===== src/verilog/ihr_cfg.svh =====
// Register indices, field positions, reset values and fixed figures of the hysteresis readout.
`ifndef IHR_CFG_SVH
`define IHR_CFG_SVH
// Register indices; the byte address is four times the index.
`define IHR_IDX_GLOBAL 8'h11
`define IHR_IDX_FLAGS 8'h13
`define IHR_IDX_MAG_LO 8'h14
`define IHR_IDX_MAG_HI 8'h15
`define IHR_IDX_MODE 8'h42
`define IHR_IDX_INDCFG 8'h45
`define IHR_IDX_TUNE 8'h48
`define IHR_IDX_EXTRA 8'h4b
`define IHR_IDX_UIEN 8'h50
`define IHR_IDX_HYST 8'h80
`define IHR_IDX_HALT 8'h81
`define IHR_IDX_NEAR 8'h82
`define IHR_IDX_CONTACT 8'h83
`define IHR_IDX_IRQ_STAT 8'he0
`define IHR_IDX_IRQ_MASK 8'he1
// Address split: word index above the two byte-lane bits.
`define IHR_IDX_LSB 2
`define IHR_IDX_W 8
// Field positions.
`define IHR_EN_BIT 0
`define IHR_FILT_BIT 1
`define IHR_HP_LSB 0
`define IHR_HT_LSB 4
`define IHR_HYST_W 4
`define IHR_MODE_LSB 0
`define IHR_MODE_W 2
`define IHR_MODE_IND 2'h2
`define IHR_F_SIGN 7
`define IHR_F_TOUCH 6
`define IHR_F_PROX 5
`define IHR_G_DISC 0
`define IHR_G_HYST 3
// The one sensing channel that may feed the hysteresis interface.
`define IHR_HYST_CHAN 2'h2
// Reset values.
`define IHR_RST_CFG 8'h00
`define IHR_RST_MAG 16'h0000
`endif


===== src/verilog/ihr_pkg.sv =====
// Types shared by the hysteresis readout design.
package ihr_pkg;
  typedef enum logic [1:0] {IHR_IDLE, IHR_CALC, IHR_COMMIT} ihr_state_e;
  typedef logic [7:0] ihr_byte_t;
endpackage


===== src/verilog/ihr_readout.sv =====
// Hysteresis readout for inductive channel 2: APB registers, thresholds, flags, magnitude, interrupt.
//
// How it works
// - Only channel 2 feeds the hysteresis interface.
// - Hysteresis runs alongside discrete or absorption interfaces.
// - Global bit 0: discrete detection, inductive channels.
// - Global bit 3: hysteresis detection while enabled.
// - Flag register: sign, touch, proximity, rest zero.
// - Magnitude: 16 bits, low byte first.
// - Filter halts when halt threshold is crossed.
// - Proximity from channel-2 data versus threshold.
// - Touch from channel-2 data versus threshold.
// - Hysteresis amounts apply to proximity and touch.
// - Enable and filter come from enable register.
//
// Added by the designer: the APB slave port.
`timescale 1ns/1ps
`include "ihr_cfg.svh"
module ihr_readout
  import ihr_pkg::*;
#(
  parameter int AW = 10,
  parameter int CW = 16
) (
  input wire logic clk_i,
  input wire logic resetn_i,
  input wire logic [AW-1:0] paddr_i,
  input wire logic psel_i,
  input wire logic penable_i,
  input wire logic pwrite_i,
  input wire logic [31:0] pwdata_i,
  input wire logic [3:0] pstrb_i,
  output logic [31:0] prdata_o,
  output logic pready_o,
  output logic pslverr_o,
  input wire logic conv_valid_i,
  input wire logic [1:0] conv_chan_i,
  input wire logic [CW-1:0] conv_counts_i,
  input wire logic [CW-1:0] conv_lta_i,
  input wire logic [2:0] discrete_detect_event_i,
  input wire logic [1:0] chan_inductive_i,
  output logic near_o,
  output logic contact_o,
  output logic irq_o
);

  // The index field must fit the address and the counts must fit the 16-bit magnitude.
  if (AW < `IHR_IDX_W + `IHR_IDX_LSB) begin : g_aw_chk
    $error("AW too small for the register map");
  end
  if (CW < 8 || CW > 16) begin : g_cw_chk
    $error("CW must lie between 8 and 16");
  end

  // Decoding shared by the read path, the write path and the snapshot.
  function automatic ihr_byte_t reg_idx(input logic [AW-1:0] a);
    reg_idx = a[`IHR_IDX_LSB +: `IHR_IDX_W];
  endfunction

  function automatic logic reg_hit(input logic [AW-1:0] a);
    logic ok;
    ok = (a[`IHR_IDX_LSB-1:0] == '0) && (a >> (`IHR_IDX_W + `IHR_IDX_LSB)) == '0;
    unique case (reg_idx(a))
      `IHR_IDX_GLOBAL, `IHR_IDX_FLAGS, `IHR_IDX_MAG_LO, `IHR_IDX_MAG_HI,
      `IHR_IDX_MODE, `IHR_IDX_INDCFG, `IHR_IDX_TUNE, `IHR_IDX_EXTRA,
      `IHR_IDX_UIEN, `IHR_IDX_HYST, `IHR_IDX_HALT, `IHR_IDX_NEAR,
      `IHR_IDX_CONTACT, `IHR_IDX_IRQ_STAT, `IHR_IDX_IRQ_MASK: reg_hit = ok;
      default: reg_hit = 1'b0;
    endcase
  endfunction

  // A flag is set at or above the threshold and released only once the data drops below
  // the threshold by more than the hysteresis amount, so a noisy edge does not chatter.
  function automatic logic hyst_level(input logic cur, input logic [15:0] val, input ihr_byte_t thr,
                                      input logic [`IHR_HYST_W-1:0] h);
    logic [16:0] lifted;
    lifted = {1'b0, val} + {13'h0000, h};
    if ({1'b0, val} >= {9'h000, thr}) begin
      hyst_level = 1'b1;
    end else begin
      hyst_level = cur && (lifted >= {9'h000, thr});
    end
  endfunction

  ihr_state_e state_r;
  ihr_byte_t mode_r, indcfg_r, tune_r, extra_r, uien_r, hyst_r, halt_r, near_thr_r, contact_thr_r;
  ihr_byte_t irq_stat_r, irq_mask_r, global_r, global_nxt, flags_r, hi_shadow_r, rd_byte;
  logic [CW-1:0] cnt_r, lta_r;
  logic [15:0] mag_r, filt_r, filt_nxt, raw_mag;
  logic above_r, above_nxt, near_r, contact_r, hold_hi_r, halt_now;
  logic pready_r, pslverr_r, irq_r, setup, access_rd, wr_go, accept, hyst_en, filt_en;
  logic [16:0] filt_sum;
  logic [31:0] prdata_r;

  assign hyst_en = uien_r[`IHR_EN_BIT];
  assign filt_en = uien_r[`IHR_FILT_BIT];
  assign setup = psel_i & ~penable_i;
  assign access_rd = psel_i & penable_i & pready_r & ~pwrite_i;
  assign wr_go = psel_i & penable_i & pready_r & pwrite_i & pstrb_i[0] & reg_hit(paddr_i);
  // Samples from any other channel are dropped here and never reach the thresholds.
  assign accept = conv_valid_i && (conv_chan_i == `IHR_HYST_CHAN) && (state_r == IHR_IDLE);

  // Read mux; reserved bits and unmapped indices read as zero.
  always_comb begin
    rd_byte = 8'h00;
    unique case (reg_idx(paddr_i))
      `IHR_IDX_GLOBAL: rd_byte = global_r;
      `IHR_IDX_FLAGS: rd_byte = flags_r;
      `IHR_IDX_MAG_LO: rd_byte = mag_r[7:0];
      `IHR_IDX_MAG_HI: rd_byte = hold_hi_r ? hi_shadow_r : mag_r[15:8];
      `IHR_IDX_MODE: rd_byte = mode_r;
      `IHR_IDX_INDCFG: rd_byte = indcfg_r;
      `IHR_IDX_TUNE: rd_byte = tune_r;
      `IHR_IDX_EXTRA: rd_byte = extra_r;
      `IHR_IDX_UIEN: rd_byte = uien_r;
      `IHR_IDX_HYST: rd_byte = hyst_r;
      `IHR_IDX_HALT: rd_byte = halt_r;
      `IHR_IDX_NEAR: rd_byte = near_thr_r;
      `IHR_IDX_CONTACT: rd_byte = contact_thr_r;
      `IHR_IDX_IRQ_STAT: rd_byte = irq_stat_r;
      `IHR_IDX_IRQ_MASK: rd_byte = irq_mask_r;
      default: rd_byte = 8'h00;
    endcase
    if (!reg_hit(paddr_i)) begin
      rd_byte = 8'h00;
    end
  end

  // The answer is prepared in the setup cycle, so every transfer finishes in its first access cycle.
  always_ff @(posedge clk_i or negedge resetn_i) begin
    if (!resetn_i) begin
      pready_r <= 1'b0;
      pslverr_r <= 1'b0;
      prdata_r <= 32'h0000_0000;
    end else begin
      pready_r <= setup;
      if (setup) begin
        pslverr_r <= ~reg_hit(paddr_i);
        prdata_r <= {24'h00_0000, rd_byte};
      end else if (!psel_i) begin
        pslverr_r <= 1'b0;
      end
    end
  end

  // Configuration registers; read-only indices ignore writes.
  always_ff @(posedge clk_i or negedge resetn_i) begin
    if (!resetn_i) begin
      mode_r <= `IHR_RST_CFG;
      indcfg_r <= `IHR_RST_CFG;
      tune_r <= `IHR_RST_CFG;
      extra_r <= `IHR_RST_CFG;
      uien_r <= `IHR_RST_CFG;
      hyst_r <= `IHR_RST_CFG;
      halt_r <= `IHR_RST_CFG;
      near_thr_r <= `IHR_RST_CFG;
      contact_thr_r <= `IHR_RST_CFG;
      irq_mask_r <= `IHR_RST_CFG;
    end else if (wr_go) begin
      unique case (reg_idx(paddr_i))
        `IHR_IDX_MODE: mode_r <= pwdata_i[7:0];
        `IHR_IDX_INDCFG: indcfg_r <= pwdata_i[7:0];
        `IHR_IDX_TUNE: tune_r <= pwdata_i[7:0];
        `IHR_IDX_EXTRA: extra_r <= pwdata_i[7:0];
        `IHR_IDX_UIEN: uien_r <= pwdata_i[7:0];
        `IHR_IDX_HYST: hyst_r <= pwdata_i[7:0];
        `IHR_IDX_HALT: halt_r <= pwdata_i[7:0];
        `IHR_IDX_NEAR: near_thr_r <= pwdata_i[7:0];
        `IHR_IDX_CONTACT: contact_thr_r <= pwdata_i[7:0];
        `IHR_IDX_IRQ_MASK: irq_mask_r <= pwdata_i[7:0];
        default: mode_r <= mode_r;
      endcase
    end
  end

  // High-byte snapshot: reading the low byte freezes the high byte until it is read, so a
  // conversion landing between the two byte reads cannot tear the 16-bit value.
  always_ff @(posedge clk_i or negedge resetn_i) begin
    if (!resetn_i) begin
      hold_hi_r <= 1'b0;
      hi_shadow_r <= 8'h00;
    end else if (setup && !pwrite_i && reg_hit(paddr_i) && reg_idx(paddr_i) == `IHR_IDX_MAG_LO) begin
      hold_hi_r <= 1'b1;
      hi_shadow_r <= mag_r[15:8];
    end else if (access_rd && reg_idx(paddr_i) == `IHR_IDX_MAG_HI) begin
      hold_hi_r <= 1'b0;
    end
  end

  // Magnitude and direction against the long-term average, plus the filter step.
  always_comb begin
    above_nxt = cnt_r > lta_r;
    raw_mag = (cnt_r >= lta_r) ? 16'(cnt_r - lta_r) : 16'(lta_r - cnt_r);
    halt_now = raw_mag > {8'h00, halt_r};
    filt_sum = {1'b0, filt_r} + {1'b0, raw_mag};
    if (!filt_en) begin
      filt_nxt = raw_mag;
    end else if (halt_now) begin
      filt_nxt = filt_r;
    end else begin
      filt_nxt = filt_sum[16:1];
    end
  end

  // Conversion pipeline: latch a channel-2 sample, filter it, then publish all results at once.
  always_ff @(posedge clk_i or negedge resetn_i) begin
    if (!resetn_i) begin
      state_r <= IHR_IDLE;
      cnt_r <= '0;
      lta_r <= '0;
      filt_r <= `IHR_RST_MAG;
      above_r <= 1'b0;
    end else begin
      unique case (state_r)
        IHR_IDLE: begin
          if (accept) begin
            cnt_r <= conv_counts_i;
            lta_r <= conv_lta_i;
            state_r <= IHR_CALC;
          end
        end
        IHR_CALC: begin
          filt_r <= filt_nxt;
          above_r <= above_nxt;
          state_r <= IHR_COMMIT;
        end
        IHR_COMMIT: begin
          state_r <= IHR_IDLE;
        end
        // The two-bit state has one unused code; fall back to idle rather than lock up.
        default: begin
          state_r <= IHR_IDLE;
        end
      endcase
    end
  end

  // Flags and magnitude change only in the commit cycle, all in the same edge.
  always_ff @(posedge clk_i or negedge resetn_i) begin
    if (!resetn_i) begin
      near_r <= 1'b0;
      contact_r <= 1'b0;
      mag_r <= `IHR_RST_MAG;
      flags_r <= 8'h00;
    end else if (state_r == IHR_COMMIT) begin
      near_r <= hyst_en && hyst_level(near_r, filt_r, near_thr_r,
                                      hyst_r[`IHR_HP_LSB +: `IHR_HYST_W]);
      contact_r <= hyst_en && hyst_level(contact_r, filt_r, contact_thr_r,
                                         hyst_r[`IHR_HT_LSB +: `IHR_HYST_W]);
      mag_r <= filt_r;
      flags_r <= 8'h00;
      flags_r[`IHR_F_SIGN] <= above_r;
      flags_r[`IHR_F_TOUCH] <= hyst_en && hyst_level(contact_r, filt_r, contact_thr_r,
                                                     hyst_r[`IHR_HT_LSB +: `IHR_HYST_W]);
      flags_r[`IHR_F_PROX] <= hyst_en && hyst_level(near_r, filt_r, near_thr_r,
                                                    hyst_r[`IHR_HP_LSB +: `IHR_HYST_W]);
    end
  end

  // Global events: the discrete path runs beside the hysteresis path and neither gates the other.
  always_comb begin
    global_nxt = 8'h00;
    global_nxt[`IHR_G_DISC] = |(discrete_detect_event_i &
                                {mode_r[`IHR_MODE_LSB +: `IHR_MODE_W] == `IHR_MODE_IND,
                                 chan_inductive_i});
    global_nxt[`IHR_G_HYST] = hyst_en && (near_r || contact_r);
  end

  always_ff @(posedge clk_i or negedge resetn_i) begin
    if (!resetn_i) begin
      global_r <= 8'h00;
    end else begin
      global_r <= global_nxt;
    end
  end

  // Sticky interrupt status, write one to clear; a new event in the clear cycle still lands.
  always_ff @(posedge clk_i or negedge resetn_i) begin
    if (!resetn_i) begin
      irq_stat_r <= 8'h00;
    end else begin
      irq_stat_r <= (irq_stat_r & ~((wr_go && reg_idx(paddr_i) == `IHR_IDX_IRQ_STAT) ? pwdata_i[7:0] : 8'h00))
                    | (global_nxt & ~global_r);
    end
  end

  always_ff @(posedge clk_i or negedge resetn_i) begin
    if (!resetn_i) begin
      irq_r <= 1'b0;
    end else begin
      irq_r <= |(irq_stat_r & irq_mask_r);
    end
  end

  assign prdata_o = prdata_r;
  assign pready_o = pready_r;
  assign pslverr_o = pslverr_r;
  assign near_o = near_r;
  assign contact_o = contact_r;
  assign irq_o = irq_r;

  // Checks on the published behaviour.
  a_chan_filter_drop: assert property (@(posedge clk_i) disable iff (!resetn_i)
    (state_r == IHR_IDLE && conv_valid_i && conv_chan_i != `IHR_HYST_CHAN) |=> state_r == IHR_IDLE)
    else $error("sample from another channel entered the pipeline");
  a_discrete_event_bit: assert property (@(posedge clk_i) disable iff (!resetn_i)
    ##1 global_r[`IHR_G_DISC] == $past(|(discrete_detect_event_i & {mode_r[1:0] == `IHR_MODE_IND,
                                                                     chan_inductive_i})))
    else $error("discrete event bit wrong");
  a_hyst_event_bit: assert property (@(posedge clk_i) disable iff (!resetn_i)
    global_r[`IHR_G_HYST] |-> $past(hyst_en) && ($past(near_r) || $past(contact_r)))
    else $error("hysteresis event bit without detection");
  a_flags_reserved: assert property (@(posedge clk_i) disable iff (!resetn_i)
    flags_r[4:0] == 5'h00 && flags_r[`IHR_F_PROX] == near_r && flags_r[`IHR_F_TOUCH] == contact_r)
    else $error("flag register layout broken");
  a_halt_freeze: assert property (@(posedge clk_i) disable iff (!resetn_i)
    (state_r == IHR_CALC && filt_en && halt_now) |=> $stable(filt_r) ##1 mag_r == $past(filt_r, 2))
    else $error("filter moved while halted");
  a_near_set: assert property (@(posedge clk_i) disable iff (!resetn_i)
    (state_r == IHR_COMMIT && hyst_en && filt_r >= {8'h00, near_thr_r}) |=> near_r && near_o)
    else $error("proximity not set at threshold");
  a_contact_set: assert property (@(posedge clk_i) disable iff (!resetn_i)
    (state_r == IHR_COMMIT && hyst_en && filt_r >= {8'h00, contact_thr_r}) |=> contact_r)
    else $error("touch not set at threshold");
  a_near_hold_band: assert property (@(posedge clk_i) disable iff (!resetn_i)
    (state_r == IHR_COMMIT && hyst_en && near_r &&
     ({1'b0, filt_r} + {13'h0000, hyst_r[3:0]}) >= {9'h000, near_thr_r}) |=> near_r)
    else $error("proximity released inside the hysteresis band");
  a_disable_clears: assert property (@(posedge clk_i) disable iff (!resetn_i)
    (state_r == IHR_COMMIT && !hyst_en) |=> !near_r && !contact_r)
    else $error("flags set while interface disabled");
  a_commit_only: assert property (@(posedge clk_i) disable iff (!resetn_i)
    ($changed(mag_r) || $changed(flags_r)) |-> $past(state_r) == IHR_COMMIT)
    else $error("result changed outside commit");
  a_apb_one_wait: assert property (@(posedge clk_i) disable iff (!resetn_i)
    (psel_i && !penable_i) |=> pready_o)
    else $error("apb answer late");

  // Pipeline, hysteresis, interrupt, bus-error and snapshot checks; a lost event or a torn read would go unseen by software.
  a_idle_accept: assert property (@(posedge clk_i) disable iff (!resetn_i)
    accept |=> state_r == IHR_CALC)
    else $error("channel-2 sample not taken while idle");
  a_contact_hold_band: assert property (@(posedge clk_i) disable iff (!resetn_i)
    (state_r == IHR_COMMIT && hyst_en && contact_r &&
     ({1'b0, filt_r} + {13'h0000, hyst_r[`IHR_HT_LSB +: `IHR_HYST_W]}) >= {9'h000, contact_thr_r}) |=> contact_r)
    else $error("touch released inside the hysteresis band");
  a_mag_publish: assert property (@(posedge clk_i) disable iff (!resetn_i)
    (state_r == IHR_COMMIT) |=> mag_r == $past(filt_r))
    else $error("magnitude not published at commit");
  a_global_reserved: assert property (@(posedge clk_i) disable iff (!resetn_i)
    (global_r & ~((8'h01 << `IHR_G_DISC) | (8'h01 << `IHR_G_HYST))) == 8'h00)
    else $error("unused global event bit set");
  a_stat_set_wins: assert property (@(posedge clk_i) disable iff (!resetn_i)
    (global_nxt[`IHR_G_HYST] && !global_r[`IHR_G_HYST]) |=> irq_stat_r[`IHR_G_HYST])
    else $error("hysteresis event lost from status");
  a_status_w1c: assert property (@(posedge clk_i) disable iff (!resetn_i)
    (wr_go && reg_idx(paddr_i) == `IHR_IDX_IRQ_STAT && pwdata_i[`IHR_G_HYST] &&
     !(global_nxt[`IHR_G_HYST] && !global_r[`IHR_G_HYST])) |=> !irq_stat_r[`IHR_G_HYST])
    else $error("status bit not cleared by write of one");
  a_irq_follows: assert property (@(posedge clk_i) disable iff (!resetn_i)
    (|(irq_stat_r & irq_mask_r)) |=> irq_o)
    else $error("interrupt low with unmasked status");
  a_hi_frozen: assert property (@(posedge clk_i) disable iff (!resetn_i)
    (hold_hi_r && !psel_i) |=> hold_hi_r && $stable(hi_shadow_r))
    else $error("high byte snapshot moved");
  a_slverr_unmapped: assert property (@(posedge clk_i) disable iff (!resetn_i)
    (psel_i && !penable_i && !reg_hit(paddr_i)) |=> pslverr_o && pready_o)
    else $error("unmapped access without bus error");
  a_pready_single: assert property (@(posedge clk_i) disable iff (!resetn_i)
    pready_o |=> !pready_o)
    else $error("apb ready held too long");
  c_near_rise: cover property (@(posedge clk_i) disable iff (!resetn_i) $rose(near_r));
  c_contact_rise: cover property (@(posedge clk_i) disable iff (!resetn_i) $rose(contact_r));
  c_halt_hit: cover property (@(posedge clk_i) disable iff (!resetn_i) state_r == IHR_CALC && filt_en && halt_now);
  c_irq_rise: cover property (@(posedge clk_i) disable iff (!resetn_i) $rose(irq_o));
  c_hi_snapshot: cover property (@(posedge clk_i) disable iff (!resetn_i) hold_hi_r && state_r == IHR_COMMIT);

endmodule

===== config.mk =====
export PLATFORM = sky130hd
export DESIGN_NAME = ihr_readout
export DESIGN_NICKNAME = d
export VERILOG_FILES = /design/src/verilog/ihr_pkg.sv /design/src/verilog/ihr_readout.sv
export VERILOG_INCLUDE_DIRS = /design/src /design/src/verilog
export SDC_FILE = /design/constraint.sdc
export NUM_CORES = 1
export LEC_CHECK = 0
export BUFFER_PORTS_ARGS = -buffer_cell sky130_fd_sc_hd__buf_2
export CAP_MARGIN = 30
export CORE_UTILIZATION = 30
export CTS_CLUSTER_SIZE = 28
export DETAILED_ROUTE_END_ITERATION = 10
export PLACE_DENSITY = 0.55
export RECOVER_POWER = 100
export SYNTH_ARGS = -nofsm -noshare
export SYNTH_HDL_FRONTEND = slang
export SYNTH_SLANG_ARGS = --single-unit

===== constraint.sdc =====
create_clock -name clk_i -period 10.85 [get_ports clk_i]
set_input_delay 1.085 -clock clk_i [delete_from_list [all_inputs] [get_ports clk_i]]
set_output_delay 1.085 -clock clk_i [all_outputs]
set_load 0.05 [all_outputs]

==> results.ini <==
[clock_tree]
post_cts_buffers = 0
cts_sinks = 180
cts_root_buf = clkbuf_16
clock_path_buffers = 2
insertion_delay_ps = 450
h-tree-depth = 4
cts_tree = done
clk_pin_slew_ps = 80
cts_resized = 0
cts-buffers-inserted = 17
cts-hold-fix-buffers = 0

[global_route]
grt_max_degree = 75
grt_pass1_vias = 8845
antenna_found_initial = 0
overflow = 0
grt_pass1_wl_um = 49190
track_usage_pct = 15.28

[route]
wl_per_cell_um = 16.91
post-route-drc-count = 0
drtIter0Drc = 612
drt-pass1-iter-count = 6
drtAntennaViolNets = 0
drt-total-wl_um = 30020
viasPerCell = 5.048
num_vias = 8960

[layout]
regArea_sq_mm = 0.004504
syn_to_final_growth_pct = 10.54
fin_util_pct = 33.68
antennaDiodeCount = 0
n_fill_cell = 3994
final_layout_size_suffix_gt1_share_pct = 17.58
multi_input_area_sq_mm = 0.006588
final_nets = 1434

[placed_design]
dp_hpwl_um = 22390
place_congestion = 0.8347
portBuffers = 76
dp_slack_ps = 5591

[synth]
yosys.area_share.simple_pct = 12.06
synth_fa_ha_area_share_pct = 10.81
synth_ff_type = dfrtp_1
ys_async_sr_fraction_pct = 100.0
yosysWarnings = 0
synth_top_family_by_area = compound AO/OA/AOI/OAI gates
synth_compound_area_share_pct = 16.29
syn_avg_cell_area_sq_um = 9.928
yosys.cell_types.count = 72
ys_seq_area_share_pct = 38.16
yosys-top-cells-count = dfrtp_1, mux2_2, ha_1
yosysTopAreaCell = dfrtp_1
synth_most_common_cell = dfrtp_1
ys_top_cells_by_area = dfrtp_1, mux2_2, ha_1
synthMuxAreaShare_pct = 13.29
synth_top_area_share_pct = 38.16
syn-cell-area_sq_mm = 0.01180
synth-edff-count = 0
synthXorXnorAreaFrac_pct = 3.265
synthCells = 1189
synth_seq_cells = 180

[timing]
period_needed_ps = 6366
slew_headroom_pct = -157.1
hold_violations = 0
fin_crit_sh_pct = 58.67
slew_violations = 267
fin_skew_ps = 16.51
max_freq_mhz = 157.1
setup_violations = 0
worst_pin_slew_ps = 3856
grt_setup_unrepaired = no
fin_setup_tns_ps = 0
fin_ws_ps = 4484

[power]
combPwrFrac_pct = 50.0
p_leak_nw = 5.939
intPower_mw = 1.723
peakVddDrop_v = 0.0001594
switching_power_mw = 1.309
p_sw_share_pct = 43.18
power_density_mw_per_mm2 = 232.4
finalPower_mw = 3.032
seq_power_share_pct = 29.6
clkPwrFrac_pct = 20.4

[worst_hold_path]
hold_class = reg2reg

[die]
die_y_um = 200.4
dieArea_sq_mm = 0.04014
start_util_pct = 30.47
rows = 72
die_x_um = 200.4
core_area_sq_mm = 0.03874
io_pins = 128

[critical_path]
startpoint_type = flip-flop
end_kind = flip-flop
critPathMaxFanout = 21
crit_required_ps = 11170
crit_arrival_ps = 6690
crit_type = reg2reg

[status]
violations = capacitance limit, slew limit
status = finished with violations

[flow_run]
drv_cap = 6

==> final timing paths <==
kind	start	endpoint	slack, ps	depth (start not counted)
max in group asynchronous	resetn_i	hi_shadow_r[1]$_DFFE_PN0P_	4680	3
min	prdata_o[7]$_DFFE_PN0P_	prdata_o[7]$_DFFE_PN0P_	480	2
min in group asynchronous	resetn_i	global_r[0]$_DFF_PN0_	1360	1
min reg2reg	prdata_o[7]$_DFFE_PN0P_	prdata_o[7]$_DFFE_PN0P_	480	2
max	cnt_r[11]$_DFFE_PN0P_	filt_r[1]$_DFFE_PN0P_	4480	18
max reg2reg	cnt_r[11]$_DFFE_PN0P_	filt_r[1]$_DFFE_PN0P_	4480	18
==> per-layer routing <==
layer  wire length [um]  up-vias  track usage (%)
met1              14940     4380            21.93
met4                319        0            3.353
met2              13750      194            24.19
li1                   -     4367                -
met5                  0        -                0
met3               1001       19            2.245
==> sequential cells by signal, summed over array words and instances (netlist names), 2 cells and up <==
register and flops:
hi_shadow_r 8, tune_r 8, irq_stat_r 8, indcfg_r 8
filt_r 16, hyst_r 8, extra_r 8, flags_r 3
near_thr_r 8, irq_mask_r 8, halt_r 8, mode_r 8
uien_r 8, lta_r 16, cnt_r 16, global_r 2
prdata_o 8, mag_r 16, state_r 2, contact_thr_r 8
==> power by group through the flow <==
stage / sequential [mW] / combinational (mW) / clock (mW)
after floorplan: 0.828 / 1.26 / 0
after global placement: 0.904 / 1.49 / 0
after detailed placement: 0.909 / 1.51 / 0
after CTS: 0.896 / 1.52 / 0.631
after global routing: 0.918 / 1.73 / 0.662
final: 0.898 / 1.51 / 0.620
==> through the flow <==
step	area (sq um)	cells	hold WS, ps
detailed placement	12610	1742	462.2
global placement	12600	1740	454.8
CTS	13180	1774	480.8
floorplan	11890	1212	442.9
global route	13050	1775	498.2
finish	13050	1775	477.5
==> final cells by class <==
class / instances / share of cell area [%]
clock inverters: 13 / 1.064
multi-input cells: 875 / 50.49
clock buffers: 19 / 3.318
inverters: 81 / 2.330
well taps: 518 / 4.967
repair buffers: 89 / 3.308
flip-flops and latches: 180 / 34.52
==> cells by family (layout without fill, tap and decap cells) <==
group | after synthesis | after routing
muxes | 142 | 142
AOI/OAI and AO/OA | 289 | 289
DFF | 180 | 180
xor gates and xnor gates | 44 | 44
buffers and inverters | 157 | 202
other | 1 | 24
and+or+nand+nor | 277 | 277
adders and majority gates | 99 | 99
==> cell usage in the layout, fill, tap and decap left out, types with 22 or more instances in the layout <==
| cell | Yosys | layout |
|---|---|---|
| dfrtp_1 | 180 | 180 |
| mux2_2 | 118 | 118 |
| nand2_1 | 91 | 100 |
| ha_1 | 94 | 94 |
| inv_1 | 81 | 81 |
| o21ai_0 | 79 | 79 |
| buf_2 | 9 | 60 |
| nor2_1 | 50 | 51 |
| a21oi_1 | 45 | 45 |
| a22oi_1 | 27 | 27 |
| nand4_1 | 25 | 26 |
| a21o_1 | 26 | 26 |
| clkbuf_1 | 34 | 25 |
| mux2i_1 | 24 | 24 |
| conb_1 | 1 | 24 |
| xnor2_1 | 22 | 22 |
| xor2_1 | 22 | 22 |
==> critical path: stages (launching register included) <==
cell and delay (ps):
dfrtp_1 360, inv_1 70, ha_1 490, nand4_1 220, nor4_1 430, a211oi_1 130
o31ai_2 80, clkbuf_1 870, mux2i_1 310, xor2_1 380, ha_1 340, a21oi_1 160
o21ai_0 110, o22a_1 240, nor2_1 100, nand4_1 120, nor4_1 830, nor2_1 570
mux2_2 420
Power figures use the tool's default switching activity.
